<file path="src/mscfg_pkg.sv">
// Shared constants and types of the motor configuration block
package mscfg_pkg;

  // ----------------------------------------------------------------
  // Configuration word map
  // ----------------------------------------------------------------
  localparam int unsigned CFG_FIRST = 8;
  localparam int unsigned CFG_LAST  = 22;
  localparam int unsigned CFG_ID_W  = 10;

  // Fixed bit masks and values, indexed by word number minus CFG_FIRST
  localparam logic [15:0] FIX_MASK [0:14] = '{
    16'h0000, 16'h0000, 16'h1000, 16'ha317, 16'h4000, 16'hbf00, 16'hffef, 16'h3033,
    16'hc000, 16'hfc00, 16'h00ff, 16'h00ff, 16'h0000, 16'h7c1f, 16'h7000};
  localparam logic [15:0] FIX_VAL [0:14] = '{
    16'h0000, 16'h0000, 16'h0000, 16'h8000, 16'h0000, 16'h0100, 16'h0e05, 16'h3031,
    16'h0000, 16'h2000, 16'h000d, 16'h0000, 16'h0000, 16'h4000, 16'h1000};
  // Value of each nonvolatile word at first power-up
  localparam logic [15:0] CFG_DEF [0:14] = '{
    16'h0008, 16'h0208, 16'h0000, 16'hc880, 16'h0300, 16'h0100, 16'h0e05, 16'h3031,
    16'h0000, 16'h2000, 16'h000d, 16'h0000, 16'h0000, 16'h4000, 16'h1000};

  // ----------------------------------------------------------------
  // Field positions
  // ----------------------------------------------------------------
  localparam int unsigned W_LOOP   = 11;
  localparam int unsigned B_CLOSED = 14;
  localparam int unsigned B_CLKMOD = 12;
  localparam int unsigned B_THR    = 10;
  localparam int unsigned B_STBY   = 7;
  localparam int unsigned B_STAT   = 6;
  localparam int unsigned B_BRKUNC = 5;
  localparam int unsigned B_PINSRC = 3;
  localparam int unsigned W_MISC   = 12;
  localparam int unsigned B_SAFE   = 0;
  localparam int unsigned B_ACCEL  = 2;
  localparam int unsigned B_DECEL  = 4;
  localparam int unsigned B_OPEN   = 6;
  localparam int unsigned B_PWRDBG = 7;
  localparam int unsigned B_SOFTON = 8;
  localparam int unsigned B_SOFTOF = 9;
  localparam int unsigned B_SOFT4  = 10;
  localparam int unsigned B_DTCOMP = 11;
  localparam int unsigned W_RATIO  = 8;
  localparam int unsigned B_RATIO  = 0;
  localparam int unsigned B_TC     = 8;
  localparam int unsigned W_GATE   = 9;
  localparam int unsigned B_DT     = 0;
  localparam int unsigned B_CRISE  = 6;
  localparam int unsigned B_CFALL  = 10;

  // ----------------------------------------------------------------
  // Demand scale, thresholds and timing
  // ----------------------------------------------------------------
  localparam logic [8:0]  DEM_FULL   = 9'h1ff;
  localparam int unsigned THR_PCT [0:3] = '{6, 10, 15, 20};
  localparam int unsigned HYST_PCT   = 2;
  localparam int unsigned CLK_HZ     = 100_000_000;
  localparam int unsigned CLK_NS     = 10;
  localparam int unsigned DT_STEP_NS = 50;
  localparam int unsigned DT_STEP_CYC = (DT_STEP_NS + CLK_NS - 1) / CLK_NS;
  localparam int unsigned SOFT_ON_S  = 1;
  localparam int unsigned SOFT_OFF_LONG_MUL = 4;
  localparam logic [8:0]  STEP_FAST  = 9'h008;
  localparam logic [8:0]  STEP_SLOW  = 9'h001;

  typedef enum logic [1:0] {BUF_NONE, BUF_FAST, BUF_SLOW, BUF_RSVD} mscfg_buf_t;
  typedef enum {DT_ON_LOW, DT_DEAD, DT_ON_HIGH} mscfg_dt_t;

  // Decoded settings
  typedef struct packed {
    logic       closed_loop;
    logic       clock_mode;
    logic [1:0] off_thr;
    logic       stby_en;
    logic       stby_wait;
    logic       brake_unc;
    logic       pin_src;
    logic [1:0] safe_sel;
    mscfg_buf_t accel;
    mscfg_buf_t decel;
    logic       open_drive;
    logic       pwr_dbg;
    logic       soft_on;
    logic       soft_off;
    logic       soft_long;
    logic       dt_comp;
    logic [7:0] ratio;
    logic [3:0] tc_shift;
    logic [5:0] dead;
    logic [3:0] gate_input_capacitance_rise;
    logic [3:0] gate_input_capacitance_fall;
  } mscfg_cfg_t;

endpackage

</file>
<file path="src/mscfg_top.sv">
// Motor speed, standby, brake and gate configuration logic
// ------------------------------------------------------------------
module mscfg_top
  import mscfg_pkg::*;
#(
  parameter logic [CFG_ID_W-1:0] CFG_ID = 10'h155,  // Arbitrary value
  parameter int unsigned RAMP_TICK_CYC = (CLK_HZ * SOFT_ON_S) / 511
) (
  // Clock and reset
  input  wire logic        core_clk_i,
  input  wire logic        rst_i,
  // Register access from the serial host link
  input  wire logic [4:0]  reg_addr_i,
  input  wire logic        reg_wr_i,
  input  wire logic        reg_rd_i,
  input  wire logic [15:0] reg_wdata_i,
  input  wire logic        nv_save_i,
  output logic      [15:0] reg_rdata_o,
  output logic             reg_rvalid_o,
  output logic             resv_ok_o,
  // Demand sources and motor state
  input  wire logic [8:0]  i2c_demand_i,
  input  wire logic [8:0]  spd_duty_i,
  input  wire logic        speed_input_pin_i,
  input  wire logic [15:0] freq_hz_i,
  input  wire logic [15:0] motor_speed_i,
  input  wire logic [15:0] rated_speed_i,
  input  wire logic        motor_stopped_i,
  input  wire logic        brake_req_i,
  input  wire logic [2:0]  phase_high_i,
  // Drive and supervisory outputs
  output logic             run_o,
  output logic             standby_o,
  output logic             vref_en_o,
  output logic             cp_en_o,
  output logic [8:0]       amp_cmd_o,
  output logic [15:0]      speed_cmd_o,
  output logic             open_hold_o,
  output logic             cur_lim_en_o,
  output logic             brake_o,
  output logic [2:0]       gate_high_o,
  output logic [2:0]       gate_low_o,
  output logic             dt_comp_en_o,
  output logic [3:0]       gate_input_capacitance_rise_o,
  output logic [3:0]       gate_input_capacitance_fall_o
);

  if (RAMP_TICK_CYC < 1) begin : g_bad_tick
    $error("RAMP_TICK_CYC must be at least one");
  end

  // ----------------------------------------------------------------
  // Configuration storage
  // ----------------------------------------------------------------
  logic [15:0] work_ff [0:14];
  logic [15:0] nvm_ff  [0:14] = CFG_DEF;
  logic [15:0] rdata_ff;
  logic        rvalid_ff;
  wire  [4:0]  idx       = reg_addr_i - 5'(CFG_FIRST);
  wire         addr_hit  = (reg_addr_i >= 5'(CFG_FIRST)) && (reg_addr_i <= 5'(CFG_LAST));
  wire         id_hit    = (reg_addr_i == 5'(CFG_ID_W));
  wire  [15:0] rd_word   = addr_hit ? work_ff[idx[3:0]] : 16'h0000;
  wire  [15:0] rd_val    = id_hit ? {rd_word[15:CFG_ID_W], CFG_ID} : rd_word;
  logic [14:0] fix_ok;

  always_ff @(posedge core_clk_i) begin
    for (int i = 0; i < 15; i++) begin
      if (rst_i) begin
        work_ff[i] <= nvm_ff[i];
      end else if (reg_wr_i && addr_hit && idx == 5'(i)) begin
        work_ff[i] <= reg_wdata_i;
      end
    end
  end

  always_ff @(posedge core_clk_i) begin
    for (int i = 0; i < 15; i++) begin
      if (nv_save_i) begin
        nvm_ff[i] <= work_ff[i];
      end
    end
  end

  always_ff @(posedge core_clk_i) begin
    if (rst_i) begin
      rdata_ff  <= 16'h0000;
      rvalid_ff <= 1'b0;
    end else begin
      rvalid_ff <= reg_rd_i;
      if (reg_rd_i) begin
        rdata_ff <= rd_val;
      end
    end
  end

  // Fixed bits check, one comparator per word
  for (genvar g = 0; g < 15; g++) begin : g_fix
    assign fix_ok[g] = ((work_ff[g] ^ FIX_VAL[g]) & FIX_MASK[g]) == 16'h0000;
  end

  assign reg_rdata_o  = rdata_ff;
  assign reg_rvalid_o = rvalid_ff;
  assign resv_ok_o    = &fix_ok;

  // ----------------------------------------------------------------
  // Decoded settings
  // ----------------------------------------------------------------
  mscfg_cfg_t cfg;
  wire [15:0] w_loop = work_ff[W_LOOP - CFG_FIRST];
  wire [15:0] w_misc = work_ff[W_MISC - CFG_FIRST];
  wire [15:0] w_rat  = work_ff[W_RATIO - CFG_FIRST];
  wire [15:0] w_gate = work_ff[W_GATE - CFG_FIRST];

  assign cfg.closed_loop = w_loop[B_CLOSED];
  assign cfg.clock_mode  = w_loop[B_CLKMOD];
  assign cfg.off_thr     = w_loop[B_THR +: 2];
  assign cfg.stby_en     = w_loop[B_STBY];
  assign cfg.stby_wait   = w_loop[B_STAT];
  assign cfg.brake_unc   = w_loop[B_BRKUNC];
  assign cfg.pin_src     = w_loop[B_PINSRC];
  assign cfg.safe_sel    = w_misc[B_SAFE +: 2];
  assign cfg.accel       = mscfg_buf_t'(w_misc[B_ACCEL +: 2]);
  assign cfg.decel       = mscfg_buf_t'(w_misc[B_DECEL +: 2]);
  assign cfg.open_drive  = w_misc[B_OPEN];
  assign cfg.pwr_dbg     = w_misc[B_PWRDBG];
  assign cfg.soft_on     = w_misc[B_SOFTON];
  assign cfg.soft_off    = w_misc[B_SOFTOF];
  assign cfg.soft_long   = w_misc[B_SOFT4];
  assign cfg.dt_comp     = w_misc[B_DTCOMP];
  assign cfg.ratio       = w_rat[B_RATIO +: 8];
  assign cfg.tc_shift    = w_rat[B_TC +: 4];
  assign cfg.dead        = w_gate[B_DT +: 6];
  assign cfg.gate_input_capacitance_rise   = w_gate[B_CRISE +: 4];
  assign cfg.gate_input_capacitance_fall   = w_gate[B_CFALL +: 4];

  // ----------------------------------------------------------------
  // Demand, thresholds and standby
  // ----------------------------------------------------------------
  logic       pin_s1_ff;
  logic       pin_s2_ff;
  logic       run_ff;
  logic       stby_ff;
  wire  [8:0] demand  = cfg.pin_src ? spd_duty_i : i2c_demand_i;
  wire  [8:0] thr_off = 9'((THR_PCT[cfg.off_thr] * 511) / 100);
  wire  [8:0] thr_on  = 9'(((THR_PCT[cfg.off_thr] + HYST_PCT) * 511) / 100);
  wire        nxt_run = run_ff ? (demand >= thr_off) : (demand >= thr_on);
  wire        stby_cond = cfg.stby_en && demand == 9'h000 && !pin_s2_ff
                          && (!cfg.stby_wait || motor_stopped_i);

  always_ff @(posedge core_clk_i) begin
    if (rst_i) begin
      pin_s1_ff <= 1'b0;
      pin_s2_ff <= 1'b0;
      run_ff    <= 1'b0;
      stby_ff   <= 1'b0;
    end else begin
      pin_s1_ff <= speed_input_pin_i;
      pin_s2_ff <= pin_s1_ff;
      run_ff    <= nxt_run && !stby_cond;
      stby_ff   <= stby_cond;
    end
  end

  assign run_o     = run_ff;
  assign standby_o = stby_ff;
  assign vref_en_o = !stby_ff;
  assign cp_en_o   = !stby_ff;

  // ----------------------------------------------------------------
  // Amplitude path with buffers and soft ramps
  // ----------------------------------------------------------------
  logic [31:0] tick_cnt_ff;
  logic [1:0]  slow_div_ff;
  logic [8:0]  amp_ff;
  wire         tick     = tick_cnt_ff == 32'(RAMP_TICK_CYC - 1);
  wire         soft_tick = tick && (!cfg.soft_long
                           || slow_div_ff == 2'(SOFT_OFF_LONG_MUL - 1));
  wire  [8:0]  amp_tgt  = run_ff ? demand : 9'h000;
  wire         buf_on   = !cfg.closed_loop;
  wire mscfg_buf_t up_buf = buf_on ? cfg.accel : BUF_NONE;
  wire mscfg_buf_t dn_buf = buf_on ? cfg.decel : BUF_NONE;
  wire  [8:0]  up_step  = (up_buf == BUF_FAST && !cfg.soft_on) ? STEP_FAST : STEP_SLOW;
  wire  [8:0]  dn_step  = (dn_buf == BUF_FAST) ? STEP_FAST : STEP_SLOW;
  wire  [8:0]  up_room  = amp_tgt - amp_ff;
  wire  [8:0]  dn_room  = amp_ff - amp_tgt;
  wire  [8:0]  up_val   = (up_room > up_step) ? amp_ff + up_step : amp_tgt;
  wire  [8:0]  dn_val   = (dn_room > dn_step) ? amp_ff - dn_step : amp_tgt;
  wire         soft_dn  = !run_ff && cfg.soft_off;
  wire  [8:0]  up_next  = (up_buf == BUF_NONE && !cfg.soft_on) ? amp_tgt
                          : (tick ? up_val : amp_ff);
  wire  [8:0]  dn_next  = soft_dn ? (soft_tick ? amp_ff - STEP_SLOW : amp_ff)
                          : (dn_buf == BUF_NONE) ? amp_tgt : (tick ? dn_val : amp_ff);
  wire  [8:0]  nxt_amp  = cfg.pwr_dbg ? amp_tgt
                          : (amp_tgt > amp_ff) ? up_next
                          : (amp_tgt < amp_ff) ? dn_next : amp_ff;

  always_ff @(posedge core_clk_i) begin
    if (rst_i || tick) begin
      tick_cnt_ff <= 32'h0000_0000;
    end else begin
      tick_cnt_ff <= tick_cnt_ff + 32'h0000_0001;
    end
  end

  always_ff @(posedge core_clk_i) begin
    if (rst_i) begin
      slow_div_ff <= 2'h0;
      amp_ff      <= 9'h000;
    end else begin
      slow_div_ff <= tick ? slow_div_ff + 2'h1 : slow_div_ff;
      amp_ff      <= nxt_amp;
    end
  end

  assign amp_cmd_o    = amp_ff;
  assign cur_lim_en_o = !cfg.pwr_dbg;
  assign open_hold_o  = cfg.open_drive;

  // ----------------------------------------------------------------
  // Speed target and closed-loop response
  // ----------------------------------------------------------------
  logic [15:0] spd_ff;
  wire  [23:0] clk_rpm  = freq_hz_i * cfg.ratio;
  wire  [15:0] clk_tgt  = (clk_rpm[23:16] != 8'h00) ? 16'hffff : clk_rpm[15:0];
  wire  [15:0] dem_tgt  = {amp_tgt, 7'h00};
  wire  [15:0] spd_tgt  = cfg.clock_mode ? clk_tgt : dem_tgt;
  wire  [16:0] spd_diff = {1'b0, spd_tgt} - {1'b0, spd_ff};
  wire  [16:0] spd_adj  = $signed(spd_diff) >>> cfg.tc_shift;
  wire  [15:0] nxt_spd  = (cfg.pwr_dbg || !cfg.closed_loop) ? spd_tgt
                          : (spd_adj == 17'h00000) ? spd_tgt : spd_ff + spd_adj[15:0];

  always_ff @(posedge core_clk_i) begin
    if (rst_i) begin
      spd_ff <= 16'h0000;
    end else begin
      spd_ff <= nxt_spd;
    end
  end

  assign speed_cmd_o = spd_ff;

  // ----------------------------------------------------------------
  // Brake policy
  // ----------------------------------------------------------------
  logic        brk_ff;
  wire  [18:0] safe_lim = {3'h0, rated_speed_i} << cfg.safe_sel;
  wire         brk_safe = {3'h0, motor_speed_i} < safe_lim;

  always_ff @(posedge core_clk_i) begin
    if (rst_i) begin
      brk_ff <= 1'b0;
    end else begin
      brk_ff <= brake_req_i && (cfg.brake_unc || brk_safe);
    end
  end

  assign brake_o = brk_ff;

  // ----------------------------------------------------------------
  // Dead-time insertion per phase
  // ----------------------------------------------------------------
  wire [11:0] dt_cyc = 12'(cfg.dead * DT_STEP_CYC);

  for (genvar p = 0; p < 3; p++) begin : g_ph
    mscfg_dt_t  st_ff;
    logic [11:0] cnt_ff;
    wire         want_hi = phase_high_i[p];
    wire         done    = cnt_ff == 12'h000;

    always_ff @(posedge core_clk_i) begin
      if (rst_i) begin
        st_ff  <= DT_DEAD;
        cnt_ff <= 12'h000;
      end else begin
        unique case (st_ff)
          DT_ON_LOW: begin
            if (want_hi) begin
              st_ff  <= DT_DEAD;
              cnt_ff <= dt_cyc;
            end
          end
          DT_ON_HIGH: begin
            if (!want_hi) begin
              st_ff  <= DT_DEAD;
              cnt_ff <= dt_cyc;
            end
          end
          DT_DEAD: begin
            if (done) begin
              st_ff <= want_hi ? DT_ON_HIGH : DT_ON_LOW;
            end else begin
              cnt_ff <= cnt_ff - 12'h001;
            end
          end
        endcase
      end
    end

    assign gate_high_o[p] = st_ff == DT_ON_HIGH;
    assign gate_low_o[p]  = st_ff == DT_ON_LOW;

    a_no_overlap: assert property (@(posedge core_clk_i) disable iff (rst_i)
      !(gate_high_o[p] && gate_low_o[p])) else $error("both gates on");
    a_dead_gap: assert property (@(posedge core_clk_i) disable iff (rst_i)
      $fell(gate_low_o[p]) && cfg.dead != 6'h00 |-> !gate_high_o[p] [*6])
      else $error("dead time too short");
  end

  assign dt_comp_en_o = cfg.dt_comp;
  assign gate_input_capacitance_rise_o  = cfg.gate_input_capacitance_rise;
  assign gate_input_capacitance_fall_o  = cfg.gate_input_capacitance_fall;

  // ----------------------------------------------------------------
  // Checks
  // ----------------------------------------------------------------
  a_stby_outs: assert property (@(posedge core_clk_i) disable iff (rst_i)
    standby_o |-> !vref_en_o && !cp_en_o) else $error("supplies on in standby");
  a_stby_entry: assert property (@(posedge core_clk_i) disable iff (rst_i)
    !rst_i && cfg.stby_en && demand == 9'h000 && !pin_s2_ff && !cfg.stby_wait ##1 $stable(cfg)
    |-> standby_o) else $error("standby not entered");
  a_stby_wait: assert property (@(posedge core_clk_i) disable iff (rst_i)
    cfg.stby_wait && !motor_stopped_i |=> !standby_o) else $error("standby too early");
  a_low_duty: assert property (@(posedge core_clk_i) disable iff (rst_i)
    demand != 9'h000 && demand < thr_off |=> !run_o && !standby_o)
    else $error("low duty misread");
  a_hyst_on: assert property (@(posedge core_clk_i) disable iff (rst_i)
    !run_o && demand < thr_on |=> !run_o) else $error("turned on below hysteresis");
  a_brake_wait: assert property (@(posedge core_clk_i) disable iff (rst_i)
    brake_req_i && !cfg.brake_unc && !brk_safe |=> !brake_o) else $error("unsafe brake");
  a_brake_unc: assert property (@(posedge core_clk_i) disable iff (rst_i)
    !rst_i && brake_req_i && cfg.brake_unc |=> brake_o) else $error("brake withheld");
  a_pwr_bypass: assert property (@(posedge core_clk_i) disable iff (rst_i)
    cfg.pwr_dbg ##1 cfg.pwr_dbg |-> amp_cmd_o == $past(amp_tgt) && !cur_lim_en_o)
    else $error("power debug not bypassing");
  a_id_read: assert property (@(posedge core_clk_i) disable iff (rst_i)
    reg_rd_i && id_hit |=> reg_rvalid_o && reg_rdata_o[CFG_ID_W-1:0] == CFG_ID)
    else $error("wrong identifier");
  a_wr_apply: assert property (@(posedge core_clk_i) disable iff (rst_i)
    reg_wr_i && reg_addr_i == 5'(W_LOOP) |=> w_loop == $past(reg_wdata_i))
    else $error("write not applied");

endmodule // mscfg_top

</file>
<file path="config.mk">
export PLATFORM = sky130hd
export DESIGN_NAME = mscfg_top
export DESIGN_NICKNAME = d
export VERILOG_FILES = /design/src/mscfg_pkg.sv /design/src/mscfg_top.sv
export SDC_FILE = /design/constraint.sdc
export NUM_CORES = 1
export LEC_CHECK = 0
export BUFFER_PORTS_ARGS = -buffer_cell sky130_fd_sc_hd__buf_2
export CAP_MARGIN = 5
export CORE_ASPECT_RATIO = 0.7
export CORE_UTILIZATION = 65
export DETAILED_ROUTE_END_ITERATION = 7
export PLACE_DENSITY = 0.83
export REMOVE_ABC_BUFFERS = 1
export SKIP_LAST_GASP = 1
export SYNTH_ARGS = -nofsm -noshare
export SYNTH_HDL_FRONTEND = slang
export SYNTH_SLANG_ARGS = --single-unit
export TNS_END_PERCENT = 50
</file>
<file path="constraint.sdc">
create_clock -name core_clk_i -period 26.1 [get_ports core_clk_i]
set_input_delay 6.525 -clock core_clk_i [delete_from_list [all_inputs] [get_ports core_clk_i]]
set_output_delay 6.525 -clock core_clk_i [all_outputs]
set_load 0.02 [all_outputs]
</file>
==> impl_results.md <==
* Run status: finished, violations left
* Violated checks: design-rule violations
* Worst-case clock skew at 0.0526 ns
* First-pass DRT Iterations at 8
* TritonCTS Buffers at 56
* Final wirelength at ~110000 um
* Net switching power at 1.28 mW
* Hold Path Class: reg2reg
* Vias at 30.9k
* Fmax at about 52 MHz
* FFs w/ async S/R, synth at 0%
* # H-tree levels at 2
* Flop pwr share at 35.2%
* Starting Density at 66.1%
* Post-synth cell types at between 100 and 150
* # diodes at 0
* PostCTS Resize Cnt at 0
* I/O Buffers at 162
* Maxcap violations at 0
* Cell Area, Synth at 39800 um^2
* Synth Instances at 3652
* CP Buf/Inv Count at 4
* Final Hold Fails at 0
* Critical Path Most Common Cell: a21oi_1
* EDFF count, synth at 480
* GPL Wtd Cong at just under 1
* Ports at 163
* Vias in the first global route at 29.2k
* CP top delay family: compound AO/OA/AOI/OAI gates
* Min Tclk post-route at roughly 19 ns
* Total leakage power at 17.1 nW
* Internal at 2.13 mW
* Combinational power share at 40.3%
* Met1 usage at 54.3%
* Vias/cell at 6.74
* Placed Area at approximately 41000 um^2
* Post-CTS Hold Fix Bufs at 0
* Die height at roughly 210 um
* Final instance area at 43100 um^2
* Maximum buffer depth of the clock tree at 3
* Fill cells at 4272
* Top FF cell, synth: edfxtp_1
* Req. time, crit path at 26.56 ns
* Initial antenna violation count at 3
* GRT Residual Overflow at 0
* Total GRT Usage at 35.9%
* Ys Warns at 0
* Clk root buf: clkbuf_16
* First-pass GRT wire length at 173000 um
* Starting DRT DRC Count at 4170
* GR Util met3 at 8.36%
* Met2 usage at 51.8%
* Period utilization at 73.9%
* Width of the chip at 298 um
* TritonCTS clock tree: built
* Residual DRC at 1
* CP endpoint kind: flop
* Setup fix buffers added after clock tree synthesis at 0
* Critical path's largest stage delay at 0.63 ns
* Full die area at 62300 um^2
* Core area at 60200 um^2
* Fin Hold WS at between 0.4 and 0.5 ns
* CTS clk-pin slew, worst paths at 0.07 ns
* RSZ-0062 raised after global routing: no
* Post-synthesis sequential area ratio at 42.4%
* Largest net degree at the start of global routing at 100
* Slew Viols, Final at 0
* CP max FO at 16
* PwrDens at 79.2 nW/um^2
* Area grow syn2layout at 8.14%
* Average size of a mapped cell at between 10 and 15 um^2
* Layout net count at 4125
* Critical path launch point type: input port
* Antenna viol nets, final at 0
* Kind of critical path: in2reg
* Clk network pwr share at 24.5%
* Switching share of power at between 30% and 40%
* CTS sink cnt at 603
* Layer with the highest usage: met1
* Maximum vdd drop at 62.3 uV
* Drt wl/cell at 24.5 um
* Setup-failing EPs final at 0
* Worst Tran Pin Value at 1.47 ns
* Fin Setup TNS at 0 ns
* # rows at 75
* Worst slew margin at 0.995%
* Share of cells above drive strength 1 at 18.2%
* Worst skew pair latency at 0.64 ns
* Worst path slowest cell: and4b_1
* FF+latch count, synth at 603
* Worst EP arrival at 19.74 ns
* Hpwl dp at 78100 um
[routing by layer]
| metal | part of all wire [%] | wire length [um] |
|---|---|---|
| met5 | 0.021 | 24 |
| met4 | 3.0 | 3400 |
| met3 | 13 | 14400 |
| met2 | 43 | 47900 |
| met1 | 42 | 46900 |
[path summary, 6_finish.rpt]
check | slack [ns] | from | to | cells past startpoint
setup / recovery | 6.82 | freq_hz_i[1] | speed_cmd_o[15] | 60
hold / removal | 0.45 | work_ff[6][4] | nvm_ff[0][100] | 0
setup reg to reg | 11.99 | work_ff[0][4] | speed_cmd_o[15] | 59
hold reg to reg | 0.45 | work_ff[6][4] | nvm_ff[0][100] | 0
[area by class of cell]
cell class                      count  area, um^2  area share, %
Clock buffer                       68        1490           3.45
Inverter                          237         891           2.07
Clock inverter                     37         360          0.837
Timing Repair Buffer              196        1080           2.52
Sequential cell                   603       16900           39.2
Multi-Input combinational cell   2640       21400           49.6
Tap cell                          808        1010           2.35
[placed cells by master, fill, tap and decap left out, drive strengths merged, types with 27 or more instances in the layout]
cell    netlist  routed
nor2b        54      54
mux2i        73      73
nand4        29      29
a21oi       201     201
a21o         63      63
xnor2        82      82
xor2         52      52
nor2        261     261
mux2        262     262
clkbuf      141      68
inv         231     232
mux4         68      68
a211oi       44      44
dfxtp       123     123
nand2       255     255
fa           97      97
o21ai       152     152
clkinv        6      36
edfxtp      480     480
ha          196     196
nand2b       43      43
a31oi        37      37
and2        102     102
buf          34     196
and3         27      27
nand3        67      67
nor3         88      88
[through the flow]
step	utilization, %	setup WS [ns]	instances	total power [mW]
CTS	71.5	6.98	4589	3.38
finish	71.5	6.82	4589	3.41
global placement	68.4	6.87	4484	2.52
detailed placement	68.4	6.42	4484	2.55
floorplan	-	7.29	3480	2.19
global route	71.5	5.56	4589	3.60
[flip-flops by register name, indices dropped and copies added, names as in the netlist]
name / flops
nvm_ff: 240
work_ff: 240
g_ph.cnt_ff: 36
tick_cnt_ff: 32
reg_rdata_o: 16
speed_cmd_o: 16
amp_cmd_o: 9
g_ph.st_ff: 6
slow_div_ff: 2
brake_o: 1
pin_s1_ff: 1
pin_s2_ff: 1
reg_rvalid_o: 1
run_o: 1
standby_o: 1
[Yosys cell counts, types with 82 or more instances]
cell,instances,area [um^2]
and2_1,101,632
clkbuf_1,141,529
ha_1,196,2450
mux2_2,262,2950
xnor2_1,82,718
nor2_1,260,976
inv_1,225,845
a21oi_1,198,991
dfxtp_1,123,2460
nor3_1,83,415
fa_1,97,1940
o21ai_0,142,711
edfxtp_1,480,14400
nand2_1,253,950
[power groups by stage]
stage	sequential, mW	combinational, mW	clock, mW
5_1_grt	1.21	1.52	0.869
6_report	1.20	1.37	0.834
3_3_place_gp	1.21	1.31	0
2_1_floorplan	1.21	0.985	0
4_1_cts	1.20	1.35	0.836
3_5_place_dp	1.22	1.33	0
[cell families after synthesis]
kind of cell / Yosys count / synth area share, %
flops: 603 / 42.4
compound gates: 745 / 12.8
simple gates: 1061 / 13.6
other cells: 1 / 0.00941
xor+xnor: 134 / 2.97
fa+ha+maj: 293 / 11.0
buf+inv: 412 / 4.06
mux: 403 / 13.1
Note: power is estimated with default switching activity, not from simulation.
